<file path="config.mk">
export PLATFORM = sky130hd
export DESIGN_NAME = dvm_volume_regs
export DESIGN_NICKNAME = d
export VERILOG_FILES = /design/src/include/dvm_pkg.sv /design/src/rtl/dvm_gain_map.sv /design/src/rtl/dvm_volume_regs.sv
export VERILOG_INCLUDE_DIRS = /design/src /design/src/include
export SDC_FILE = /design/constraint.sdc
export NUM_CORES = 1
export LEC_CHECK = 0
export BUFFER_PORTS_ARGS = -buffer_cell sky130_fd_sc_hd__buf_4
export CAP_MARGIN = 20
export CORE_UTILIZATION = 27
export CTS_BUF_LIST = sky130_fd_sc_hd__clkbuf_8
export CTS_CLUSTER_DIAMETER = 60
export CTS_CLUSTER_SIZE = 20
export DETAILED_ROUTE_END_ITERATION = 7
export GPL_ROUTABILITY_DRIVEN = 0
export PLACE_DENSITY = 0.44
export SYNTH_ARGS = -nofsm -noshare
export SYNTH_HDL_FRONTEND = slang
export SYNTH_SLANG_ARGS = --single-unit
</file>
<file path="constraint.sdc">
create_clock -name clk -period 3.8 [get_ports clk]
set_clock_uncertainty 0.2 [all_clocks]
set_input_delay 0.19 -clock clk [delete_from_list [all_inputs] [get_ports clk]]
set_output_delay 0.19 -clock clk [all_outputs]
set_load 0.03 [all_outputs]
</file>
<file path="src/include/dvm_params.svh">
// Register offsets, field positions, reset values and codes for the DAC volume and mix-gain slice
// Assumes inclusion by bare name from the package and the design modules
`ifndef DVM_PARAMS_SVH
`define DVM_PARAMS_SVH
// ----------------------------------------
// Register offsets
// ----------------------------------------
`define DVM_OFS_SOFTSTEP 8'h28
`define DVM_OFS_COUPLING 8'h29
`define DVM_OFS_LEFT_DAC 8'h2b
`define DVM_OFS_RIGHT_DAC 8'h2c
`define DVM_OFS_MIX_GAIN 8'h2d
// ----------------------------------------
// Fields and resets
// ----------------------------------------
`define DVM_MUTE_BIT 7
`define DVM_ROUTE_BIT 7
`define DVM_CODE_MSB 6
`define DVM_DAC_RESET 8'h80
`define DVM_MIX_RESET 8'h00
`define DVM_CTRL_RESET 2'h0
`define DVM_FIELD2_MSB 1
// ----------------------------------------
// Coupling and stepping encodings
// ----------------------------------------
`define DVM_CPL_L_FOLLOWS_R 2'h1
`define DVM_CPL_R_FOLLOWS_L 2'h2
`define DVM_STEP_PER_SAMPLE 2'h0
`define DVM_STEP_PER_TWO 2'h1
`define DVM_STEP_OFF 2'h2
// ----------------------------------------
// Output-stage gain mapping
// ----------------------------------------
`define DVM_LAST_GAIN_CODE 7'h75
`define DVM_MUTE_ATTEN 10'h3ff
`endif

</file>
<file path="src/include/dvm_pkg.sv">
// Types shared by the DAC volume and mix-gain slice
// Assumes dvm_params.svh is on the include path
package dvm_pkg;
`include "dvm_params.svh"
	typedef struct packed {
		logic mute;
		logic [6:0] code;
	} dvm_dac_vol_s;
	typedef struct packed {
		logic route;
		logic [6:0] code;
	} dvm_mix_gain_s;
	typedef struct packed {
		logic wr;
		logic rd;
		logic [7:0] addr;
		logic [7:0] wdata;
	} dvm_reg_req_s;
	typedef enum logic [1:0] {DVM_RAMP_IDLE, DVM_RAMP_WAIT, DVM_RAMP_STEP} dvm_ramp_e;
endpackage

</file>
<file path="src/rtl/dvm_gain_map.sv">
// Output-stage volume element: maps a seven-bit gain code to attenuation in tenths of a dB
// Assumes the caller applies mute when the mute flag is high
`timescale 1ns/100ps
`include "dvm_params.svh"
module dvm_gain_map
	import dvm_pkg::*;
(
	input wire logic [6:0] code,
	output logic [9:0] atten_tenths,
	output logic muted
);
	// Non-uniform codes 71 to 117 held as a table; codes up to 36 are a plain 0.5 dB ladder, 37 to 70 the same ladder plus 0.1 dB
	always_comb
	begin
		muted = (code > `DVM_LAST_GAIN_CODE);
		atten_tenths = `DVM_MUTE_ATTEN;
		if (code <= 7'd36)
			atten_tenths = 10'(code) * 10'd5;
		else if (code <= 7'd70)
			atten_tenths = 10'(code) * 10'd5 + 10'd1;
		else
		begin
			case (code)
				7'd71: atten_tenths = 10'd357;
				7'd72: atten_tenths = 10'd361;
				7'd73: atten_tenths = 10'd367;
				7'd74: atten_tenths = 10'd371;
				7'd75: atten_tenths = 10'd377;
				7'd76: atten_tenths = 10'd382;
				7'd77: atten_tenths = 10'd387;
				7'd78: atten_tenths = 10'd392;
				7'd79: atten_tenths = 10'd397;
				7'd80: atten_tenths = 10'd402;
				7'd81: atten_tenths = 10'd407;
				7'd82: atten_tenths = 10'd412;
				7'd83: atten_tenths = 10'd417;
				7'd84: atten_tenths = 10'd422;
				7'd85: atten_tenths = 10'd427;
				7'd86: atten_tenths = 10'd432;
				7'd87: atten_tenths = 10'd438;
				7'd88: atten_tenths = 10'd443;
				7'd89: atten_tenths = 10'd448;
				7'd90: atten_tenths = 10'd452;
				7'd91: atten_tenths = 10'd458;
				7'd92: atten_tenths = 10'd462;
				7'd93: atten_tenths = 10'd467;
				7'd94: atten_tenths = 10'd474;
				7'd95: atten_tenths = 10'd479;
				7'd96: atten_tenths = 10'd482;
				7'd97: atten_tenths = 10'd487;
				7'd98: atten_tenths = 10'd493;
				7'd99: atten_tenths = 10'd500;
				7'd100: atten_tenths = 10'd503;
				7'd101: atten_tenths = 10'd510;
				7'd102: atten_tenths = 10'd514;
				7'd103: atten_tenths = 10'd518;
				7'd104: atten_tenths = 10'd522;
				7'd105: atten_tenths = 10'd527;
				7'd106: atten_tenths = 10'd537;
				7'd107: atten_tenths = 10'd542;
				7'd108: atten_tenths = 10'd553;
				7'd109: atten_tenths = 10'd567;
				7'd110: atten_tenths = 10'd583;
				7'd111: atten_tenths = 10'd602;
				7'd112: atten_tenths = 10'd627;
				7'd113: atten_tenths = 10'd643;
				7'd114: atten_tenths = 10'd662;
				7'd115: atten_tenths = 10'd687;
				7'd116: atten_tenths = 10'd722;
				7'd117: atten_tenths = 10'd783;
				default: atten_tenths = `DVM_MUTE_ATTEN;
			endcase
		end
	end
endmodule

</file>
<file path="src/rtl/dvm_volume_regs.sv">
// DAC digital volume and left-headphone line-input mix gain registers
// Assumes a synchronous register port on clk and a one-cycle sample strobe from the DAC clock logic
`timescale 1ns/100ps
`include "dvm_params.svh"
module dvm_volume_regs
	import dvm_pkg::*;
#(
	parameter int NUM_ELEMENTS = 7
)
(
	input wire logic clk,
	input wire logic reset,
	input wire dvm_reg_req_s req,
	input wire logic sample_strobe,
	output logic [7:0] rdata,
	output logic rvalid,
	output dvm_dac_vol_s left_dac_vol,
	output dvm_dac_vol_s right_dac_vol,
	output logic mix_route,
	output logic [9:0] mix_atten,
	output logic mix_mute,
	output logic mix_settling
);
	// ----------------------------------------
	// Register file
	// ----------------------------------------
	dvm_dac_vol_s left_reg_r, left_reg_nxt, right_reg_r, right_reg_nxt;
	dvm_mix_gain_s mix_reg_r, mix_reg_nxt;
	logic [1:0] coupling_r, coupling_nxt, step_mode_r, step_mode_nxt;
	logic [7:0] rdata_r, rdata_nxt;
	logic rvalid_r, rvalid_nxt;

	function automatic logic [7:0] read_mux(input logic [7:0] a, input logic [7:0] l, input logic [7:0] r,
		input logic [7:0] m, input logic [1:0] c, input logic [1:0] s);
		case (a)
			`DVM_OFS_LEFT_DAC: read_mux = l;
			`DVM_OFS_RIGHT_DAC: read_mux = r;
			`DVM_OFS_MIX_GAIN: read_mux = m;
			`DVM_OFS_COUPLING: read_mux = {6'h00, c};
			`DVM_OFS_SOFTSTEP: read_mux = {6'h00, s};
			default: read_mux = 8'h00;
		endcase
	endfunction

	always_comb
	begin
		left_reg_nxt = left_reg_r;
		right_reg_nxt = right_reg_r;
		mix_reg_nxt = mix_reg_r;
		coupling_nxt = coupling_r;
		step_mode_nxt = step_mode_r;
		rvalid_nxt = req.rd;
		rdata_nxt = req.rd ? read_mux(req.addr, left_reg_r, right_reg_r, mix_reg_r, coupling_r, step_mode_r)
			: rdata_r;
		if (req.wr)
		begin
			case (req.addr)
				`DVM_OFS_LEFT_DAC: left_reg_nxt = req.wdata;
				`DVM_OFS_RIGHT_DAC: right_reg_nxt = req.wdata;
				`DVM_OFS_MIX_GAIN: mix_reg_nxt = req.wdata;
				`DVM_OFS_COUPLING: coupling_nxt = req.wdata[`DVM_FIELD2_MSB:0];
				`DVM_OFS_SOFTSTEP: step_mode_nxt = req.wdata[`DVM_FIELD2_MSB:0];
				default: ;
			endcase
		end
	end

	always_ff @(posedge clk)
	begin
		if (reset)
		begin
			left_reg_r <= `DVM_DAC_RESET;
			right_reg_r <= `DVM_DAC_RESET;
			mix_reg_r <= `DVM_MIX_RESET;
			coupling_r <= `DVM_CTRL_RESET;
			step_mode_r <= `DVM_CTRL_RESET;
			rdata_r <= 8'h00;
			rvalid_r <= 1'b0;
		end
		else
		begin
			left_reg_r <= left_reg_nxt;
			right_reg_r <= right_reg_nxt;
			mix_reg_r <= mix_reg_nxt;
			coupling_r <= coupling_nxt;
			step_mode_r <= step_mode_nxt;
			rdata_r <= rdata_nxt;
			rvalid_r <= rvalid_nxt;
		end
	end

	// ----------------------------------------
	// DAC volume, coupled and sample-aligned
	// ----------------------------------------
	dvm_dac_vol_s left_src, right_src, left_app_r, left_app_nxt, right_app_r, right_app_nxt;

	always_comb
	begin
		left_src = (coupling_r == `DVM_CPL_L_FOLLOWS_R) ? right_reg_r : left_reg_r;
		right_src = (coupling_r == `DVM_CPL_R_FOLLOWS_L) ? left_reg_r : right_reg_r;
		// Only on a sample edge, so a sample is never scaled by a half-written code
		left_app_nxt = sample_strobe ? left_src : left_app_r;
		right_app_nxt = sample_strobe ? right_src : right_app_r;
	end

	always_ff @(posedge clk)
	begin
		if (reset)
		begin
			left_app_r <= `DVM_DAC_RESET;
			right_app_r <= `DVM_DAC_RESET;
		end
		else
		begin
			left_app_r <= left_app_nxt;
			right_app_r <= right_app_nxt;
		end
	end

	// ----------------------------------------
	// Mix gain soft-stepping
	// ----------------------------------------
	// One element instance per mix path; this slice holds only the first of NUM_ELEMENTS
	dvm_ramp_e ramp_r, ramp_nxt;
	logic [6:0] cur_code_r, cur_code_nxt;
	logic half_r, half_nxt;
	logic [9:0] atten_w;
	logic muted_w;
	logic [9:0] atten_r, atten_nxt;
	logic mute_r, mute_nxt, route_r, route_nxt;
	logic settling_r, settling_nxt;

	dvm_gain_map u_map
	(
		.code(cur_code_r),
		.atten_tenths(atten_w),
		.muted(muted_w)
	);

	always_comb
	begin
		ramp_nxt = ramp_r;
		cur_code_nxt = cur_code_r;
		half_nxt = half_r;
		route_nxt = mix_reg_r.route;
		atten_nxt = atten_w;
		mute_nxt = muted_w | ~mix_reg_r.route;
		case (ramp_r)
			DVM_RAMP_IDLE:
			begin
				half_nxt = 1'b0;
				if (cur_code_r != mix_reg_r.code)
				begin
					if (step_mode_r == `DVM_STEP_OFF)
						cur_code_nxt = mix_reg_r.code;
					else
						ramp_nxt = DVM_RAMP_WAIT;
				end
			end
			DVM_RAMP_WAIT:
			begin
				if (sample_strobe)
				begin
					// Two-sample mode waits for every second strobe
					if (step_mode_r == `DVM_STEP_PER_TWO && !half_r)
						half_nxt = 1'b1;
					else
						ramp_nxt = DVM_RAMP_STEP;
				end
			end
			DVM_RAMP_STEP:
			begin
				half_nxt = 1'b0;
				if (cur_code_r < mix_reg_r.code)
					cur_code_nxt = cur_code_r + 7'h01;
				else if (cur_code_r > mix_reg_r.code)
					cur_code_nxt = cur_code_r - 7'h01;
				ramp_nxt = DVM_RAMP_IDLE;
			end
			default: ramp_nxt = DVM_RAMP_IDLE;
		endcase
		// Registered so the status output has no gate in its path
		settling_nxt = (ramp_nxt != DVM_RAMP_IDLE);
	end

	always_ff @(posedge clk)
	begin
		if (reset)
		begin
			ramp_r <= DVM_RAMP_IDLE;
			cur_code_r <= 7'h00;
			half_r <= 1'b0;
			atten_r <= 10'h000;
			mute_r <= 1'b1;
			route_r <= 1'b0;
			settling_r <= 1'b0;
		end
		else
		begin
			ramp_r <= ramp_nxt;
			cur_code_r <= cur_code_nxt;
			half_r <= half_nxt;
			atten_r <= atten_nxt;
			mute_r <= mute_nxt;
			route_r <= route_nxt;
			settling_r <= settling_nxt;
		end
	end

	assign rdata = rdata_r;
	assign rvalid = rvalid_r;
	assign left_dac_vol = left_app_r;
	assign right_dac_vol = right_app_r;
	assign mix_route = route_r;
	assign mix_atten = atten_r;
	assign mix_mute = mute_r;
	assign mix_settling = settling_r;
endmodule

</file>
Yosys cells after proc, flatten, opt, wreduce, memory -nomap -nowiden:

Memories as Yosys holds them, arrays and structs flattened. A register that Yosys moved wholly into a read port is not among the register bits.
Cells that the tools add are included.
Widths: inputs -> output; s select.

* register bits after elaboration: 76
* bits in read-only memories: 1280
* input port bits: 21
* memories: 1

* add/subtract/negate cells: 3
* multipliers: 1
* magnitude comparators: 5
* equal/unequal tests: 17
* muxes and demuxes: 20
* bitwise operators: 2
* reduce and logical (&&, ||, !) cells: 14

Memories
* (name not given): words 128, width 10, rd ports 1, clocked after Yosys merged registers in 1, wr ports 0, RTL line dvm_gain_map.sv:23 `case (code)`

Operator list (count)
* $mux 7: 6
* $eq 8x6->1 const B: 5
* $pmux 8 s5: 1
* $mux 10: 2
* $mux 8: 2
* $pmux 7 s2: 1
* $add 10x1->10 const B: 1
* $mul 7x3->10 const B: 1
* $reduce_and 2->1: 5
* $mux 2: 4
* $ne 2x2->1 const B: 4
* $add 7x1->7 const B: 1
* $gt 7x7->1: 1
* $gt 7x7->1 const B: 1
* $le 7x6->1 const B: 1
* $le 7x7->1 const B: 1
* $lt 7x7->1: 1
* $ne 7x7->1: 1
* $sub 7x1->7 const B: 1
* $eq 2x1->1 const B: 3
* $eq 2x2->1 const B: 3
* $reduce_bool 2->1: 3
* $pmux 2 s2: 1
* $reduce_and 4->1: 1
* other kinds (10): 11

Longest topological paths before layout:

Gate-level depths: netlist of the first run.

* depth after elaboration: 6
* depth in mapped cells: 17
* depth with buffers taken out: 16

By module:

From an unflattened synthesis of the first run, not the netlist that was laid out.

* cells, all modules: 605
* area, all modules: 4981.0 µm²

By module, submodules not included
* dvm_volume_regs: times used 1, cells each 395, area each 3532.1 µm²
* dvm_gain_map: times used 1, cells each 210, area each 1448.9 µm²

Least setup slack after synthesis of the first run:

No wires, ideal clock.

* path type: register -> register
* start point: register cur_code_r[0]
* end point: register with a tool-made name
* arrival: 3655 ps
* data required time: 3462 ps
* setup slack: -192 ps
* cell stages (with the launch flop): 16
* path buffers: 1
* clock period less this slack: 3992 ps
* cells stage by stage: dfxtp_1 > inv_1 > ha_1 > o21ai_0 > a21oi_1 > fa_1 > nor3b_1 > a21o_1 > nand2_1 > mux2i_2 > ha_1 > clkbuf_1 > nor2_1 > a2111oi_2 > o221a_1 > o221ai_2

RTL lines
* start: declaration: RTL line dvm_volume_regs.sv:125 `logic [6:0] cur_code_r, cur_code_nxt;`
* start signal: assignment: RTL line dvm_volume_regs.sv:201 `cur_code_r <= cur_code_nxt;`

==> run summary, run 1 <==
status - completed
final hold violation count - 0
worst slew pin tran - 949 ps
min Tclk post-route - 3680 ps
violation count after the first detailed-route iteration - 425
crit-path cells - inv_1 -> ha_1 -> nand2_1 -> o21ai_2 -> a21oi_4 -> fa_1 -> nor3b_2 -> a21o_1 -> nand2_2 -> mux2i_4 -> ha_2 -> nor3_1 -> a31oi_1 -> o221ai_1 -> o2111ai_1
final WL - 17.3 mm
FF/Latch Area - 1730 um2
P&R area growth vs syn - 31.2%
Remaining DRCs - 0
most frequent cells in the layout - 133 x buf_4, 81 x dfxtp_1, 71 x nand2_1
Cells after DPL - 999
Clock Path Buffers - 2
min-delay worst type - in2reg
Max FO, Critical Path - 7
total vias in the final route - 5297
Die W - 142 um
Crit. End Element - register
CP peak stage delay - 510 ps
Initial Util - 27.9%
Synthesized Nets - 712
top cell type's share of synthesized area - 32.4%
post-synth top area cell - dfxtp_1
nets - 826
Min-Delay Path Depth - 3
CTS clk-pin slew, worst paths - 100 ps
Die H - 142 um
CP startpoint kind - register
Root Buffer - clkbuf_8
Leak - 2.73 nW
diode count - 0
clk_lat worst skew - 380 ps
crit path DAT - 3720 ps
CTS tree - done
Tcrit/Tclk final - 96.9%
Final Max Tran Viols - 0
RSZ-0062 raised after global routing - true
Power Density - 250 nW/um2
post-synth cell types - 76
Final Non-Filler Cells - 1035
Yosys reg bits - 86
Worst VDD drop - 138 uV
num ports - 59
# port buffers - 58
Syn Inst Count - 656
# H-tree levels - 3
Filler cells - 2047
multi-input logic area - 3480 um2
Detail Route Antenna Nets - 0
die area - 20200 um2
vias in the first global route - 5147
synthesized area - 5310 um2
initial antenna violation count - 0
sequential share of the synthesized area - 32.4%
CP Class - reg2reg
synth warn - 0
drt wl/cell - 16.7 um
number of buffers created by CTS - 9
commonest non-fill, non-tap cell in the layout - buf_4
synth top area cells - dfxtp_1 32%, ha_1 7.8%, a21oi_1 6.0%
cell count of the worst reg-to-reg path - 15
final setup margin - 118 ps
critical path required time - 3840 ps
Max-Cap Viols - 0
Top FF cell, synth - dfxtp_1
worst slack at placement - -112 ps
Synth Area per Inst - 8.10 um2
share of layout cells above drive strength 1 - 26.6%
Final Power - 1.74 mW
number of synthesized flops with an enable pin - 0
Via-to-Cell Ratio - 5.12
Max-slew headroom - 36.6%
core area - 19000 um2
Max stage delay cell, worst path - fa_1
largest net degree at the start of global routing - 65
cell row count - 50
clk sinks - 86
HPWL after DPL - 12.6 mm
fmax - 272 MHz
TritonRoute pass-1 iters - 5
first-pass GRT wire length - 27.8 mm
gr usage total - 17.5%
post-synthesis async set-or-reset flop share - 0%
gr ovfl total - 0
Setup violations, final - 0
-- per-stage QoR --
stage	cell area, um2	hold WS, ps	util [%]	setup TNS [ps]
after floorplan	5320	134	-	0
after global placement	6380	262	33.5	-137
after detailed placement	6380	248	33.5	-713
after CTS	6760	4.57	35.5	0
after global routing	6970	27.0	36.7	-311
final	6970	27.9	36.7	0
-- final cells by class --
cell class                 count  area share [%]
clock buffer                   9            1.78
timing repair buffer         144            15.9
inverter                      27            1.60
sequential                    86            24.8
tap                          260            4.67
clock inverter                 7            1.33
multi-input combinational    502            49.9
-- worst paths after layout --
path                              from                   endpoint  slack [ps]
max          mix_reg_r[1]$_SDFFE_PP0P_                   register         120
min                            req[17]  mix_reg_r[5]$_SDFFE_PP0P_          30
max reg2reg  mix_reg_r[1]$_SDFFE_PP0P_                   register         120
min reg2reg                   register    mix_atten[0]$_SDFF_PP0_         270
-- timing repair --
action	in CTS	in global routing
cloned	1	0
gates resized for setup	8	44
hold endpoints to repair	30	0
setup endpoints to repair	9	10
pin swaps	1	11
buffers inserted	4	6
hold buffers	9	0
-- report_power, final --
group	total (mW)	internal, mW	switching [mW]	leakage [nW]
sequential	0.915	0.910	0.00495	0.699
clock	0.711	0.321	0.390	0.109
combinational	0.115	0.0445	0.0705	1.92
-- metal layers --
metal  track usage (%)  routed length [um]
met1              24.3                8380
met2              28.3                8060
met3              2.25                 639
met4              4.87                 184
met5                 0                   0
-- worst max-delay path: cells and delay by family (launching register included) --
| family | cells | cell delay (ps) |
|---|---|---|
| adders and majority gates | 3 | 1160 |
| buffers and inverters | 1 | 50 |
| and+or+nand+nor | 4 | 600 |
| AOI/OAI and AO/OA | 6 | 960 |
| muxes | 1 | 210 |
| DFF | 1 | 340 |
-- logic make-up (layout without fill, tap and decap cells) --
family,Yosys count,in the layout,share of synthesized area (%)
buf+inv,69,187,5.75
simple gates,235,235,20.9
compound gates,186,186,23.8
fa+ha+maj,35,35,8.53
flops,86,86,32.4
mux,35,36,6.97
xor+xnor,10,10,1.65
-- cells in the mapped netlist (all sizes together) (3+ instances only) --
cell type and instances:
xnor2 7, a211o 3, and3 6, o221ai 4
nor2b 5, mux2i 32, ha 33, dfxtp 86
mux2 3, a311oi 3, nor2 59, nor3b 4
a222oi 6, nand2 73, a31oi 6, nor3 24
and2 3, a21o 5, or3 3, nand4 5
a2111oi 3, inv 26, o21ai 32, nand3 32
nand2b 4, a221oi 10, xor2 3, o21bai 3
buf 14, a211oi 21, o211ai 8, a21oi 64
nand3b 4, clkbuf 28
Power figures use the tool's default switching activity.
==> inputs of run 2 (changes only) <==
--- a/config.mk
+++ b/config.mk
@@ -8,12 +8,14 @@
 export LEC_CHECK = 0
 export BUFFER_PORTS_ARGS = -buffer_cell sky130_fd_sc_hd__buf_4
 export CAP_MARGIN = 20
+export CORE_ASPECT_RATIO = 0.9
 export CORE_UTILIZATION = 27
 export CTS_BUF_LIST = sky130_fd_sc_hd__clkbuf_8
 export CTS_CLUSTER_DIAMETER = 60
 export CTS_CLUSTER_SIZE = 20
 export DETAILED_ROUTE_END_ITERATION = 7
 export GPL_ROUTABILITY_DRIVEN = 0
+export GPL_TIMING_DRIVEN = 0
 export PLACE_DENSITY = 0.44
 export SYNTH_ARGS = -nofsm -noshare
 export SYNTH_HDL_FRONTEND = slang
==> run 2 against run 1 <==
- worst setup slack got worse by 17 ps
- clock power down 11%
- final area is 0.79% lower
- flip-flop and latch count did not move
- core utilization shrank 0.67 points
- cell count fell by 1.4%
- worst hold slack gained 36 ps
- largest power group unchanged
==> run summary, run 2 (same netlist as run 1, synthesis figures left out) <==
diode count - 0 (unchanged)
Die H - 135 um (-5.1%)
Crit path depth - 15 (unchanged)
CP startpoint kind - register
min-delay worst type - in2reg
largest net degree at the start of global routing - 15 (-77%)
Tcrit/Tclk final - 97.3% (+0.43 points)
gr usage total - 17.6% (+0.090 points)
CP peak stage delay - 500 ps (about the same)
clk sinks - 86 (unchanged)
HPWL after DPL - 12.9 mm (+2.9%)
CTS clk-pin slew, worst paths - 90 ps (about the same)
cell row count - 48 (-4.0%)
# port buffers - 56 (-3.4%)
drt wl/cell - 17.0 um (+2.2%)
CP Class - reg2reg
# H-tree levels - 3 (unchanged)
Max FO, Critical Path - 4 (-3)
r2r setup slk - 100 ps (-20 ps)
Cells after DPL - 962 (-3.7%)
initial antenna violation count - 0 (unchanged)
Remaining DRCs - 0 (unchanged)
Final Max Tran Viols - 0 (unchanged)
Filler cells - 2011 (-1.8%)
Max stage delay cell, worst path - fa_2
Final Core Density - 36.0% (-0.67 points)
first-pass GRT wire length - 27.5 mm (-1.2%)
vias in the first global route - 4883 (-5.1%)
P&R area growth vs syn - 30.2%
Crit. End Element - register
most frequent cells in the layout - 93 x buf_4, 73 x dfxtp_1, 71 x nand2_1
Final Non-Filler Cells - 1021 (-1.4%)
Root Buffer - clkbuf_8
M3 GR Usage - 2.74% (+0.48 points)
Setup violations, final - 0 (unchanged)
Detail Route Antenna Nets - 0 (unchanged)
commonest non-fill, non-tap cell in the layout - buf_4
Leak - 2.66 nW (-2.6%)
total vias in the final route - 5364 (+1.3%)
final WL - 17.4 mm (+0.78%)
Via-to-Cell Ratio - 5.25 (+2.7%)
status - completed
WP buf/inv - 2 (+1)
Max-slew headroom - 51.0% (+14 points)
reg2reg start - mix_reg_r[5]$_SDFFE_PP0P_
setup_tns - 0 ps (unchanged)
die area - 20200 um2 (about the same)
TritonRoute pass-1 iters - 5 (unchanged)
critical path required time - 3810 ps (-30 ps)
final instance area - 6920 um2 (-0.79%)
M2 GR Usage - 26.4% (-1.8 points)
cell count of the worst reg-to-reg path - 15 (unchanged)
Hold Path Origin - sample_strobe
Post-DP Area - 6050 um2 (-5.1%)
core area - 19200 um2 (+1.1%)
Max-Cap Viols - 0 (unchanged)
clk_lat worst skew - 370 ps (about the same)
CTS tree - done
Worst Setup SP - mix_reg_r[5]$_SDFFE_PP0P_
worst slack at placement - -880 ps (-768 ps)
Most Crowded Layer GR - met2
final hold violation count - 0 (unchanged)
number of buffers created by CTS - 9 (unchanged)
Min-Delay Path Depth - 3 (unchanged)
final setup margin - 102 ps (-16.5 ps)
met1 Usage GRT - 25.3% (+0.95 points)
nets - 823 (-0.36%)
min Tclk post-route - 3700 ps (+16.5 ps)
Clock Path Buffers - 2 (unchanged)
Power Density - 240 nW/um2 (-3.7%)
Initial Util - 27.6% (-0.29 points)
Worst path top cell family by delay - simple AND/OR/NAND/NOR gates
crit path DAT - 3710 ps (about the same)
Die W - 150 um (+5.3%)
Worst VDD drop - 110 uV (-20%)
num ports - 59 (unchanged)
fmax - 270 MHz (-0.45%)
violation count after the first detailed-route iteration - 471 (+11%)
worst slew pin tran - 735 ps (-215 ps)
crit-path cells - inv_1 -> ha_1 -> and4_4 -> a21oi_4 -> fa_2 -> nor3b_2 -> a21o_1 -> nand2_2 -> mux2i_4 -> inv_2 -> ha_4 -> or3_4 -> a21oi_2 -> a211o_1 -> nand4_1
share of layout cells above drive strength 1 - 24.5% (-2.1 points)
gr ovfl total - 0 (unchanged)
==> run 2: cell types whose count changed in the layout (fill, tap and decap cells not counted), sizes merged <==
cell and change:
clkbuf +27, mux2i -1, clkinv -2, clkinvlp +1, buf -29
==> run 2: per-stage QoR <==
| stage | power [mW] | hold WS [ps] |
|---|---|---|
| 2_1_floorplan | 0.993 | 134 |
| 3_3_place_gp | 1.05 | 261 |
| 3_5_place_dp | 1.05 | 256 |
| 4_1_cts | 1.69 | 49.8 |
| 5_1_grt | 1.74 | 76.7 |
| 6_report | 1.66 | 63.5 |
==> run 2: final timing paths <==
check                                                     end
worst min register to register        mix_atten[0]$_SDFF_PP0_
worst max-delay path                                 register
worst min-delay path            right_dac_vol[2]$_SDFFE_PP0P_
worst max register to register                       register
==> run 2: layout make-up <==
class / instances / area (um2) / area share [%]
Multi-Input combinational cell: 501 / 3550 / 51.3
Inverter: 27 / 110 / 1.59
Buffer: 41 / 204 / 2.95
Timing Repair Buffer: 101 / 785 / 11.3
Tap cell: 250 / 313 / 4.52
Clock buffer: 9 / 124 / 1.79
Sequential cell: 86 / 1770 / 25.5
Clock inverter: 6 / 63.8 / 0.923
==> run 2: power breakdown <==
group          switching, mW  internal, mW  leakage [nW]
combinational         0.0769        0.0450          1.85
sequential           0.00518         0.902         0.706
clock                  0.333         0.300         0.102
==> run 2: what timing repair did <==
| action | CTS | global route |
|---|---|---|
| setup endpoints to repair | 13 | 10 |
| setup buffers | 11 | 25 |
| pin swaps | 8 | 14 |
| endpoints found under the hold margin | 31 | 0 |
| gates resized for setup | 46 | 36 |
| hold buffers | 9 | 0 |
==> run 2: tightest hold or removal path: cells and delay by family <==
family / cells / cell delay [ps]
buf+inv: 1 / 200
compound gates: 1 / 50
simple gates: 1 / 160
==> run 2: per-layer routing <==
metal | vias to the layer above | routed length [um]
li1 | 2632 | -
met1 | 2546 | 8630
met2 | 165 | 7690
met3 | 21 | 798
met4 | 0 | 278
met5 | - | 0
==> inputs of run 3 (changes only) <==
--- a/config.mk
+++ b/config.mk
@@ -16,7 +16,8 @@
 export DETAILED_ROUTE_END_ITERATION = 7
 export GPL_ROUTABILITY_DRIVEN = 0
 export GPL_TIMING_DRIVEN = 0
-export PLACE_DENSITY = 0.44
+export PLACE_DENSITY = 0.45
 export SYNTH_ARGS = -nofsm -noshare
 export SYNTH_HDL_FRONTEND = slang
+export SYNTH_HIERARCHICAL = 1
 export SYNTH_SLANG_ARGS = --single-unit
==> run 3 against run 2 <==
- highest routed layer unchanged
- worst hold slack better by 20 ps
- critical path type unchanged
- via count is 8.7% lower
- cell count is 9.2% lower
- sequential share of layout area is 0.15 points lower
- first-iteration DRC count is 1.5% lower
- flip-flop and latch count is 10 lower
==> run summary, run 3 <==
clk sinks - 76 (-12%)
Remaining DRCs - 0 (unchanged)
Max FO, Critical Path - 15 (+11)
final WL - 15.7 mm (-9.6%)
drt wl/cell - 17.0 um (-0.44%)
total vias in the final route - 4897 (-8.7%)
Setup violations, final - 0 (unchanged)
Die W - 145 um (-3.1%)
# port buffers - 56 (unchanged)
Top FF cell, synth - dfxtp_1
Worst VDD drop - 133 uV (+21%)
CTS clk-pin slew, worst paths - 90 ps (about the same)
worst slew pin tran - 741 ps (+5.92 ps)
Worst path top cell family by delay - simple AND/OR/NAND/NOR gates
number of buffers created by CTS - 9 (unchanged)
largest net degree at the start of global routing - 16 (+1)
final instance area - 6000 um2 (-13%)
Tcrit/Tclk final - 91.7% (-5.6 points)
Die H - 131 um (-3.1%)
setup_tns - 0 ps (unchanged)
synth warn - 6 (+6)
most instantiated library cell after synthesis - dfxtp_1
share of layout cells above drive strength 1 - 16.7% (-7.8 points)
WP buf/inv - 0 (-2)
Crit. End Element - register
Power Density - 261 nW/um2 (+8.7%)
Post-synth top cells - 76 x dfxtp_1, 53 x a21oi_1, 52 x nor2_1
diode count - 0 (unchanged)
synthesized area - 4980 um2 (-6.2%)
initial antenna violation count - 0 (unchanged)
reg2reg start - cur_code_r[1]$_SDFFE_PP0P_
CP peak stage delay - 800 ps (+300 ps)
clk_lat worst skew - 360 ps (about the same)
vias in the first global route - 4622 (-5.3%)
Leak - 2.29 nW (-14%)
Max stage delay cell, worst path - dfxtp_1
# H-tree levels - 3 (unchanged)
Yosys reg bits - 76 (-12%)
CTS tree - done
gr usage total - 16.5% (-1.1 points)
CP Class - reg2reg
most frequent cells in the layout - 74 x dfxtp_1, 59 x buf_4, 53 x a21oi_1
number of synthesized flops with an enable pin - 0 (unchanged)
post-synth cell types - 77 (+1.3%)
synth top area cells - dfxtp_1 31%, ha_1 7.8%, a21oi_1 5.3%
max reg flops - 10
Worst Setup SP - cur_code_r[1]$_SDFFE_PP0P_
first-pass GRT wire length - 24.8 mm (-9.9%)
violation count after the first detailed-route iteration - 464 (-1.5%)
final hold violation count - 0 (unchanged)
core area - 17800 um2 (-7.2%)
critical path required time - 3880 ps (+70 ps)
num ports - 59 (unchanged)
sequential share of the synthesized area - 30.5% (-1.9 points)
cell row count - 46 (-4.2%)
Detail Route Antenna Nets - 0 (unchanged)
Post-DP Area - 5700 um2 (-5.8%)
post-CTS setup buffer count - 0 (-11)
Initial Util - 27.9% (+0.28 points)
top cell type's share of synthesized area - 30.5% (-1.9 points)
Max-slew headroom - 50.6% (-0.39 points)
crit path DAT - 3570 ps (-140 ps)
post-synth top area cell - dfxtp_1
HPWL after DPL - 11.8 mm (-8.4%)
die area - 19000 um2 (-6.1%)
nets - 736 (-11%)
Clock Path Buffers - 2 (unchanged)
CP startpoint kind - register
Max-Cap Viols - 0 (unchanged)
min-delay worst type - in2reg
min Tclk post-route - 3480 ps (-215 ps)
commonest non-fill, non-tap cell in the layout - dfxtp_1
fmax - 287 MHz (+6.2%)
RSZ-0062 raised after global routing - false
Syn Inst Count - 605 (-7.8%)
P&R area growth vs syn - 20.5%
TritonRoute pass-1 iters - 8 (+3)
Root Buffer - clkbuf_8
crit-path cells - ha_1 -> nand3b_1 -> a21o_1 -> nand2_1 -> ha_1 -> a211oi_1 -> nor2_1 -> or4_1 -> and3_1 -> a211oi_1
Final Max Tran Viols - 0 (unchanged)
Synthesized Nets - 659 (-7.4%)
status - completed
gr ovfl total - 0 (unchanged)
Via-to-Cell Ratio - 5.28 (+0.55%)
Final Power - 1.57 mW (-5.6%)
post-synthesis async set-or-reset flop share - 0% (unchanged)
Synth Area per Inst - 8.23 um2 (+1.7%)
Hold Path Origin - req[8]
## run 3: changes by cell type after synthesis, moves of 5 or more
cell      previous run  this run
nor2b_1              5        17
clkbuf_1            28        23
a21oi_1             64        53
nand2b_1             4        12
o211ai_1             7         2
dfxtp_1             86        76
mux2i_1             30        24
nand2_1             72        49
a211oi_1            21        26
nor3_1              24        11
nor2_1              59        52
xnor2_1              7         2
## run 3: cells by family after synthesis
logic type	after synthesis	share of synthesized area, %
adder cells (fa/ha/maj)	33	8.59
XOR/XNOR	6	1.21
AO/OA/AOI/OAI	191	26.7
AND/OR/NAND/NOR	210	21.6
buffers and inverters	62	5.80
flip-flops	76	30.5
multiplexers	27	5.50
## run 3: path summary, 6_finish.rpt
path / end / cells past startpoint / slack, ps
max: cur_code_r[5]$_SDFFE_PP0P_ / 10 / 320
max reg2reg: cur_code_r[5]$_SDFFE_PP0P_ / 10 / 320
min reg2reg: rdata[4]$_SDFFE_PP0P_ / 2 / 250
min: coupling_r[0]$_SDFFE_PP0P_ / 4 / 80
## run 3: worst reg2reg max path, stage by stage, from the launching register on
cell and delay (ps):
dfxtp_1 800, ha_1 380, nand3b_1 130, a21o_1 150, nand2_1 190, ha_1 360, a211oi_1 240, nor2_1 110
or4_1 460, and3_1 170, a211oi_1 210
## run 3: per-stage QoR
step | worst slack [ps] | hold slack [ps] | instances | utilization (%)
after floorplan | 655 | 134 | 605 | -
after global placement | 200 | 246 | 901 | 32.0
after detailed placement | 105 | 247 | 901 | 32.0
after CTS | 83.1 | 70.1 | 927 | 33.6
after global routing | 41.6 | 102 | 927 | 33.7
final | 316 | 83.1 | 927 | 33.7
## run 3: cell type report
| type | instances | area [um2] |
|---|---|---|
| inverter | 23 | 86.3 |
| buffer | 39 | 203 |
| sequential | 76 | 1520 |
| clock buffer | 9 | 124 |
| tap | 240 | 300 |
| multi-input combinational | 467 | 3170 |
| fill | 1941 | 11800 |
| timing repair buffer | 66 | 520 |
| clock inverter | 7 | 76.3 |
## run 3: what timing repair did
action	CTS	global route
endpoints found under the hold margin	33	0
resized for setup	0	2
endpoints found under the setup margin	0	2
hold buffers	10	0
## run 3: where the power goes
group | switching, mW | leakage [nW] | total [mW] | internal [mW]
clock network | 0.331 | 0.0958 | 0.637 | 0.306
logic | 0.0756 | 1.57 | 0.121 | 0.0450
registers | 0.00595 | 0.616 | 0.811 | 0.805
## run 3: layer usage
layer / vias to the layer above / track usage (%) / share of wire (%)
li1: 2384 / - / -
met1: 2281 / 22.6 / 47
met2: 209 / 25.6 / 43
met3: 23 / 4.24 / 7.5
met4: 0 / 4.40 / 1.7
met5: - / 0 / 0
